File: src/shared/port_regs_cfg.svh
// Offsets, field positions and reset values of the data port register set
`ifndef PORT_REGS_CFG_SVH
`define PORT_REGS_CFG_SVH

`define OFS_IRQ_FLAGS 8'h00
`define OFS_IRQ_ENABLE 8'h01
`define OFS_PORT_CONTROL 8'h02
`define BIT_TEST_FAIL 0
`define BIT_PORT_READY 1
`define BIT_INVERT_BANK 4
`define FLD_MODE_HI 3
`define FLD_MODE_LO 2
`define RST_REG 8'h00
`define PORT_COUNT 3
`define SYNC_STAGES 2

`endif

File: src/shared/port_regs_pkg.sv
// Types shared by the data port register set
package port_regs_pkg;
    typedef enum logic [1:0] {
        MODE_NORMAL = 2'b00,
        MODE_PRBS = 2'b01,
        MODE_STATIC0 = 2'b10,
        MODE_STATIC1 = 2'b11
    } data_mode_t;
endpackage : port_regs_pkg

File: src/hdl/port_reg_set.sv
// One data port's register set: flags, masks, port control
`timescale 1ns/1ps
`default_nettype none
`include "port_regs_cfg.svh"
module port_reg_set
    import port_regs_pkg::*;
#(
    parameter bit IS_SINK = 1'b1
) (
    // Clock and reset
    input wire logic sys_clk,
    input wire logic resetn,
    // Register access, synchronous to sys_clk
    input wire logic wr_en,
    input wire logic [7:0] addr,
    input wire logic [7:0] wdata,
    output logic [7:0] rdata,
    // Events and resets
    input wire logic sync_loss,
    input wire logic int_reset,
    input wire logic frame_end,
    input wire logic ready_evt,
    input wire logic test_err,
    input wire logic bank_sel,
    // Results
    output logic irq_d,
    output logic bank_eff_d,
    output data_mode_t mode
);
    logic [1:0] flags_q, flags_d, mask_q, mask_d;
    logic inv_q, inv_d, inv_pend_q, inv_pend_d, inv_new_q, inv_new_d;
    logic [1:0] mode_q, mode_d;

    always_comb begin
        flags_d = flags_q;
        mask_d = mask_q;
        inv_d = inv_q;
        inv_pend_d = inv_pend_q;
        inv_new_d = inv_new_q;
        mode_d = mode_q;
        if (wr_en && addr == `OFS_IRQ_FLAGS) begin
            flags_d = flags_q & ~wdata[1:0];
        end
        if (wr_en && addr == `OFS_IRQ_ENABLE) begin
            mask_d = wdata[1:0];
        end
        if (wr_en && addr == `OFS_PORT_CONTROL) begin
            mode_d = wdata[`FLD_MODE_HI:`FLD_MODE_LO];
            inv_new_d = wdata[`BIT_INVERT_BANK];
            inv_pend_d = 1'b1;
        end
        // Set wins over a same-cycle clear
        if (ready_evt) begin
            flags_d[`BIT_PORT_READY] = 1'b1;
        end
        if (IS_SINK && test_err && mode_q != MODE_NORMAL) begin
            flags_d[`BIT_TEST_FAIL] = 1'b1;
        end
        if (!IS_SINK) begin
            flags_d[`BIT_TEST_FAIL] = 1'b0;
        end
        if (frame_end && inv_pend_q) begin
            inv_d = inv_new_q;
            inv_pend_d = 1'b0;
        end
        // Flags survive sync loss; masks and inversion do not
        if (sync_loss || int_reset) begin
            mask_d = 2'b00;
            inv_d = 1'b0;
            inv_pend_d = 1'b0;
            inv_new_d = 1'b0;
        end
    end

    always_ff @(posedge sys_clk or negedge resetn) begin
        if (!resetn) begin
            flags_q <= 2'b00;
            mask_q <= 2'b00;
            inv_q <= 1'b0;
            inv_pend_q <= 1'b0;
            inv_new_q <= 1'b0;
            mode_q <= 2'b00;
        end else begin
            flags_q <= flags_d;
            mask_q <= mask_d;
            inv_q <= inv_d;
            inv_pend_q <= inv_pend_d;
            inv_new_q <= inv_new_d;
            mode_q <= mode_d;
        end
    end

    always_comb begin
        case (addr)
            `OFS_IRQ_FLAGS: rdata = {6'h00, flags_q};
            `OFS_IRQ_ENABLE: rdata = {6'h00, mask_q};
            `OFS_PORT_CONTROL: rdata = {3'h0, inv_q, mode_q, 2'h0};
            default: rdata = 8'h00;
        endcase
    end

    assign irq_d = |(flags_q & mask_q);
    assign bank_eff_d = bank_sel ^ inv_q;
    assign mode = data_mode_t'(mode_q);
endmodule : port_reg_set
`default_nettype wire

File: src/hdl/data_port_regs.sv
// Top: register sets for data ports 1 to 3 with pin synchronisers
`timescale 1ns/1ps
`default_nettype none
`include "port_regs_cfg.svh"
// Behaviour
// - One register set per data port, ports one to three.
// - Port-ready flag bit 1 sets when port becomes ready; resets zero.
// - Port-ready interrupts only when its mask bit is one.
// - Port-ready clears only on write-one; sync loss keeps it.
// - Sink ports 2,3 set test-fail bit 0 on mismatch in test modes.
// - Source port 1 never sets test-fail.
// - Test-fail clears only on write-one; sync loss keeps it.
// - Mask bit 1 enables port-ready, bit 0 enables test-fail.
// - Mask bits clear on internal reset and on sync loss.
// - Invert-bank bit 4 affects only this port's banked registers.
// - Invert zero uses control-word bank; one uses the opposite bank.
// - New invert value applies at the next frame end; one written at a frame end while another is pending is lost.
// - Invert bit clears on sync loss reset.
// - Mode bits 3:2: normal, PRBS, static zero, static one.
module data_port_regs
    import port_regs_pkg::*;
(
    // Clock and reset
    input wire logic sys_clk,
    input wire logic resetn,
    // Register command, one-cycle write strobe
    input wire logic wr_en,
    input wire logic [1:0] port_sel,
    input wire logic [7:0] addr,
    input wire logic [7:0] wdata,
    output logic [7:0] rdata,
    // Link side, asynchronous levels
    input wire logic frame_end_pin,
    input wire logic sync_loss_pin,
    input wire logic bank_sel_pin,
    // Internal events, sys_clk domain
    input wire logic int_reset,
    input wire logic [2:0] ready_evt,
    input wire logic [2:0] test_err,
    // Results per port
    output logic [2:0] irq,
    output logic [2:0] bank_eff,
    output logic [5:0] mode_flat
);
    // ------------------------------------------------------------
    // Port decode
    // ------------------------------------------------------------
    // Shared by the write strobes and the checks
    function automatic logic port_hit(input logic [1:0] sel, input int idx);
        return sel == 2'(idx + 1);
    endfunction : port_hit

    // ------------------------------------------------------------
    // Synchronisers
    // ------------------------------------------------------------
    // Two stages each: the link levels have no timing relation to sys_clk
    logic [2:0] s1_q, s2_q, s1_d, s2_d;
    logic fe_last_q, fe_last_d;
    always_comb begin
        s1_d = {frame_end_pin, sync_loss_pin, bank_sel_pin};
        s2_d = s1_q;
        fe_last_d = s2_q[2];
    end
    always_ff @(posedge sys_clk or negedge resetn) begin
        if (!resetn) begin
            s1_q <= 3'h0;
            s2_q <= 3'h0;
            fe_last_q <= 1'b0;
        end else begin
            s1_q <= s1_d;
            s2_q <= s2_d;
            fe_last_q <= fe_last_d;
        end
    end
    // Rising edge of the frame end level marks the frame boundary
    logic frame_end;
    assign frame_end = s2_q[2] & ~fe_last_q;

    // ------------------------------------------------------------
    // Port register sets
    // ------------------------------------------------------------
    logic [7:0] rd [0:2];
    logic [2:0] irq_d, bank_d;
    data_mode_t md [0:2];
    genvar g;
    generate
        for (g = 0; g < `PORT_COUNT; g++) begin : g_port
            port_reg_set #(.IS_SINK(g != 0)) u_set (
                .sys_clk(sys_clk),
                .resetn(resetn),
                .wr_en(wr_en && port_hit(port_sel, g)),
                .addr(addr),
                .wdata(wdata),
                .rdata(rd[g]),
                .sync_loss(s2_q[1]),
                .int_reset(int_reset),
                .frame_end(frame_end),
                .ready_evt(ready_evt[g]),
                .test_err(test_err[g]),
                .bank_sel(s2_q[0]),
                .irq_d(irq_d[g]),
                .bank_eff_d(bank_d[g]),
                .mode(md[g])
            );
        end
    endgenerate

    // ------------------------------------------------------------
    // Output registers
    // ------------------------------------------------------------
    // Registered outputs cost a cycle but never glitch
    logic [7:0] rdata_d;
    always_comb begin
        case (port_sel)
            2'h1: rdata_d = rd[0];
            2'h2: rdata_d = rd[1];
            2'h3: rdata_d = rd[2];
            default: rdata_d = 8'h00;
        endcase
    end
    always_ff @(posedge sys_clk or negedge resetn) begin
        if (!resetn) begin
            rdata <= 8'h00;
            irq <= 3'h0;
            bank_eff <= 3'h0;
            mode_flat <= 6'h00;
        end else begin
            rdata <= rdata_d;
            irq <= irq_d;
            bank_eff <= bank_d;
            mode_flat <= {md[2], md[1], md[0]};
        end
    end

    // ------------------------------------------------------------
    // Per-port checks
    // ------------------------------------------------------------
    // Flags are seen through rd, so each antecedent of a check on rd names the read address
    generate
        for (g = 0; g < `PORT_COUNT; g++) begin : g_chk

        end
    endgenerate
endmodule : data_port_regs
`default_nettype wire

File: config.mk
export PLATFORM = sky130hd
export DESIGN_NAME = data_port_regs
export DESIGN_NICKNAME = d
export VERILOG_FILES = /design/src/shared/port_regs_pkg.sv /design/src/hdl/port_reg_set.sv /design/src/hdl/data_port_regs.sv
export VERILOG_INCLUDE_DIRS = /design/src /design/src/shared
export SDC_FILE = /design/constraint.sdc
export NUM_CORES = 1
export LEC_CHECK = 0
export BUFFER_PORTS_ARGS = -buffer_cell sky130_fd_sc_hd__buf_2
export CAP_MARGIN = 15
export CORE_MARGIN = 4
export CORE_UTILIZATION = 57
export CTS_BUF_LIST = sky130_fd_sc_hd__clkbuf_8
export DETAILED_ROUTE_END_ITERATION = 6
export GPL_ROUTABILITY_DRIVEN = 1
export MAX_ROUTING_LAYER = met4
export PLACE_DENSITY = 0.82
export SLEW_MARGIN = 20
export SYNTH_ARGS = -nofsm -noshare
export SYNTH_HDL_FRONTEND = slang
export SYNTH_HIERARCHICAL = 1
export SYNTH_SLANG_ARGS = --single-unit
File: constraint.sdc
create_clock -name sys_clk -period 1.37 [get_ports sys_clk]
set_clock_uncertainty 0.15 [all_clocks]
set_input_delay 0.0685 -clock sys_clk [delete_from_list [all_inputs] [get_ports sys_clk]]
set_output_delay 0.0685 -clock sys_clk [all_outputs]
set_load 0.01 [all_outputs]
# Word level (Yosys, flattened, before mapping)
# Index checks and enable logic that the tools add are counted.
# Widths: inputs -> output; s select.
[totals] word_cells=124 register_bits=53 in_bits=31 out_inout_bits=20
[op_classes] n_eq_ne=5 bitwise=12 mux=39 n_reduce_logical=41
[op_table] op="$pmux 5 s3" count=3
[op_table] op="$reduce_bool 2->1" count=16
[op_table] op="$mux 1" count=26
[op_table] op="$pmux 8 s3" count=1
[op_table] op="$mux 2" count=9
[op_table] op="$logic_and 1x1->1" count=17
[op_table] op="$and 2x2->2" count=6
[op_table] op="$reduce_bool 3->1" count=3
[op_table] op="$eq 8x1->1 const B" count=1
[op_table] op="$eq 8x2->1 const B" count=1
[op_table] op="$logic_not 8->1" count=1
[op_table] op="$reduce_or 2->1" count=3
[op_table] op="$eq 2x2->1 const B" count=2
[op_table] op="$xor 1x1->1" count=3
[op_table] op="$eq 2x1->1 const B" count=1
[op_table] op="$not 2->2" count=1
[op_table] op="$and 1x1->1" count=1
[op_table] op="$logic_or 1x1->1" count=1
[op_table] op="$not 1->1" count=1

# Longest topological paths before layout
[logic_depth] ltp_word=6 ltp_mapped=6 depth_no_buf=5

# Hierarchy
# Netlist, hierarchy kept.
[by_module_without_submodules] mod="port_reg_set at g_port[1].u_set ..." seq_area_each_um2=225.2 area_per_inst_um2=565.5 n_inst=2 cells_per_inst=56
[by_module_without_submodules] mod="data_port_regs" seq_area_each_um2=675.6 area_per_inst_um2=923.4 n_inst=1 cells_per_inst=52
[by_module_without_submodules] mod="port_reg_set at g_port[0].u_set" seq_area_each_um2=200.2 area_per_inst_um2=484.2 n_inst=1 cells_per_inst=47

# Least setup slack after synthesis
# OpenSTA, ideal clock, no wires.
[synth_timing] kind="input to register" from="input port addr[3]" to="register rdata[0]" arrival_ns=1.348 t_required_ns=1.154 setup_slack_ns=-0.193 stages=5 setup_time_ns=0.066 n_path_buf=0 path_cell_list="or4_4 or3_1 nor3_1 mux2_4 a22o_1"
[synth_rtl] item="start, declared" line="data_port_regs.sv:29" rtl="input wire logic [7:0] addr,"
[synth_rtl] item="end signal, assigned" line="data_port_regs.sv:128" rtl="rdata <= rdata_d;"
[synth_rtl] item="end, declared" line="data_port_regs.sv:31" rtl="output logic [7:0] rdata,"

==> run metrics <==
First-pass DRT Iterations 4; PwrDens 877 nW/um2; Avg Cell Area, Syn 12.0 um2; asr flop ratio synth 100%; Setup crit start kind input pin; antenna viol nets, final 0; H-tree lvl count 2; Sink Count 53; yosys warns 6; CTS root buf clkbuf_8; CP top delay family simple AND/OR/NAND/NOR gates; CP Buf/Inv Count 1; die width 74.7 um; Total Routed Length 5610 um; P&R area growth vs syn 31.1%; Slew Viols, Final 0; Initial Utilization 58.7%; cts bufs inserted 5; worst-case vdd ir drop 0.000611 V; filler instances 284; max-cap violations 0; DRC errors left 0; Worst path slowest cell or4_4; pin count of the biggest net entering global routing 29; initial detailed-routing violation count 110; I/O Pins 51; CTS tree yes; cells after synthesis 211; Max clock buf depth 2; Yosys cell types 38; setup TNS -0.128 ns; Post-synth top cells dfrtp_1, nand2_1, mux2i_1; Area contributors post-synth dfrtp_1, mux2i_1, mux2_4; Worst Hold Path Cells 3; Core Util, Final 77.0%; Fin. Hold Viols 0; R2R setup slack -0.06 ns; final instance count without filler cells 359; hold_sp addr[0]; final setup vio count 2; RSZ-0062 raised after global routing true; Die H 74.7 um; max incr delay on CP 0.53 ns; required time of the critical path 1.46 ns; Reg2Reg Launch Point g_port[0].u_set/mask_q[1]$_DFFE_PN0P_; worst-skew pair later-pin latency 0.30 ns; final instance area 3330 um2; count leader, synth dfrtp_1; Sequential Area 1330 um2; Hold Path Sink g_port[2].u_set/flags_q[0]$_DFFE_PN0P_; initial antenna violation count 0; Setup CP Type input pin to flip-flop; Yosys reg bits 53; HP Class input pin to flip-flop; crit path max fanout 3; outcome finished, violations left; multi-input gate area in the final layout 1160 um2; Post-synth EDFFs 0; n_diodes 0; drt via density 5.51; Netlist Area Pre-Place 2540 um2; post-synth top area cell dfrtp_1; hpwl dp 4010 um; Final Critical Period 1.44 ns; Reg clk slew, reported paths 0.08 ns; crit-path cells buf_6 -> or4_4 -> or3_4 -> nor3_2 -> mux2_4 -> a22o_1; Cells after DPL 336; DR vias 1977; post-route setup slack -0.0679 ns; Seq/Total Area, Yosys 52.2%; die area 5590 um2; fin nets 337; Worst Hold Margin 0.0147 ns; global placement routability congestion 0.818; failing checks negative setup slack; row count 24; part of the cycle the worst path needs 105%; Leak 1.65 nW; area post-placement 3040 um2; Tot GR Track Use 21.6%; Synth top area share 52.2%; CP Data Arrival Time 1.52 ns; Worst Reg-to-Reg Cells 4; post-DR wirelength/cell 15.6 um; Fmax 0.695 GHz; GRT Residual Overflow 0; first-pass GRT wire length 8810 um; share of cells above drive strength 1 40.4%; r2r endpoint rdata[1]$_DFF_PN0_; kind of end point of the critical path flip-flop; vias in the first global route 1915; core area 4320 um2; Most used DFF post-synth dfrtp_1; IO Port Bufs 46
## per-stage QoR
stage / worst slack, ns / total power, W
6_report: -0.0679 / 0.00292
5_1_grt: -0.123 / 0.00304
4_1_cts: -0.0188 / 0.00292
3_5_place_dp: -0.382 / 0.00200
3_3_place_gp: -0.325 / 0.00200
2_1_floorplan: -0.193 / 0.00183
## worst max path at each step
stage                                    end  slack [ns]                             startpoint  cells after the start
after floorplan           rdata[0]$_DFF_PN0_       -0.19                                addr[3]                      5
after global placement    rdata[0]$_DFF_PN0_       -0.33                                addr[3]                      6
after detailed placement  rdata[0]$_DFF_PN0_       -0.38                                addr[3]                      6
after CTS                 rdata[0]$_DFF_PN0_       -0.02                                addr[3]                      6
after global routing      rdata[1]$_DFF_PN0_       -0.12  g_port[0].u_set/mask_q[1]$_DFFE_PN0P_                      4
final                     rdata[0]$_DFF_PN0_       -0.07                                addr[3]                      6
## cells by family (layout without fill, tap and decap cells)
group	after synthesis	count (layout)	synth area share [%]
buffers and inverters	18	108	4.98
AND/OR/NAND/NOR	79	79	21.0
multiplexers	25	25	11.6
other	3	9	0.444
flip-flops	53	53	52.2
XOR/XNOR	3	3	1.04
AO/OA/AOI/OAI	30	30	8.72
## sequential cells by signal, summed over array words and instances (netlist names)
| register | count |
|---|---|
| bank_eff | 3 |
| fe_last_q | 1 |
| g_port.u_set/flags_q | 5 |
| g_port.u_set/inv_new_q | 3 |
| g_port.u_set/inv_pend_q | 3 |
| g_port.u_set/inv_q | 3 |
| g_port.u_set/mask_q | 6 |
| g_port.u_set/mode | 6 |
| irq | 3 |
| mode_flat | 6 |
| rdata | 8 |
| s1_q | 3 |
| s2_q | 3 |
## layout by cell type, fill, tap and decap left out, types with 4 or more instances in the layout
| cell | synthesis | final |
|---|---|---|
| a22o_1 | 10 | 10 |
| nand4_1 | 7 | 7 |
| clkbuf_8 | 0 | 6 |
| nand3_1 | 4 | 4 |
| nor2_1 | 6 | 5 |
| nand2_1 | 20 | 20 |
| mux2_4 | 7 | 7 |
| inv_1 | 4 | 4 |
| and3_1 | 6 | 6 |
| mux2_1 | 6 | 6 |
| dlygate4sd3_1 | 0 | 15 |
| dfrtp_1 | 53 | 53 |
| o31ai_1 | 6 | 6 |
| conb_1 | 3 | 9 |
| buf_4 | 9 | 34 |
| nor3_1 | 6 | 4 |
| buf_2 | 2 | 44 |
| mux2i_1 | 11 | 9 |
| a21oi_1 | 6 | 6 |
## routing by layer
| metal | share of wire (%) | vias to the layer above | track usage, % |
|---|---|---|---|
| met2 | 52 | 49 | 36.4 |
| met5 | 0 | - | - |
| met3 | 4.7 | 11 | 3.34 |
| met1 | 42 | 969 | 26.7 |
| li1 | - | 948 | - |
| met4 | 1.5 | 0 | 6.92 |
## tightest hold or removal path, cell delays in order
cell and delay (ns):
buf_2 0.19, o41ai_1 0.11, nand2_1 0.06
## where the power goes
group	switching (W)	internal, W
logic	0.000198	0.000190
clock network	0.000483	0.000410
registers	0.0000301	0.00161
## repair_timing
item | CTS | global route
gates resized for setup | 5 | 4
hold buffers | 15 | 0
setup endpoints to repair | 2 | 6
buffers inserted | 0 | 0
endpoints found under the hold margin | 79 | 0
pin swaps | 2 | 3
## layout make-up
| cell class | instances | area share [%] |
|---|---|---|
| well taps | 52 | 1.95 |
| inverters | 4 | 0.451 |
| repair buffers | 96 | 20.1 |
| clock buffers | 6 | 2.48 |
| flip-flops and latches | 53 | 39.8 |
| clock inverters | 2 | 0.413 |
| multi-input cells | 146 | 34.8 |
(Power assumes the default switching activity.)
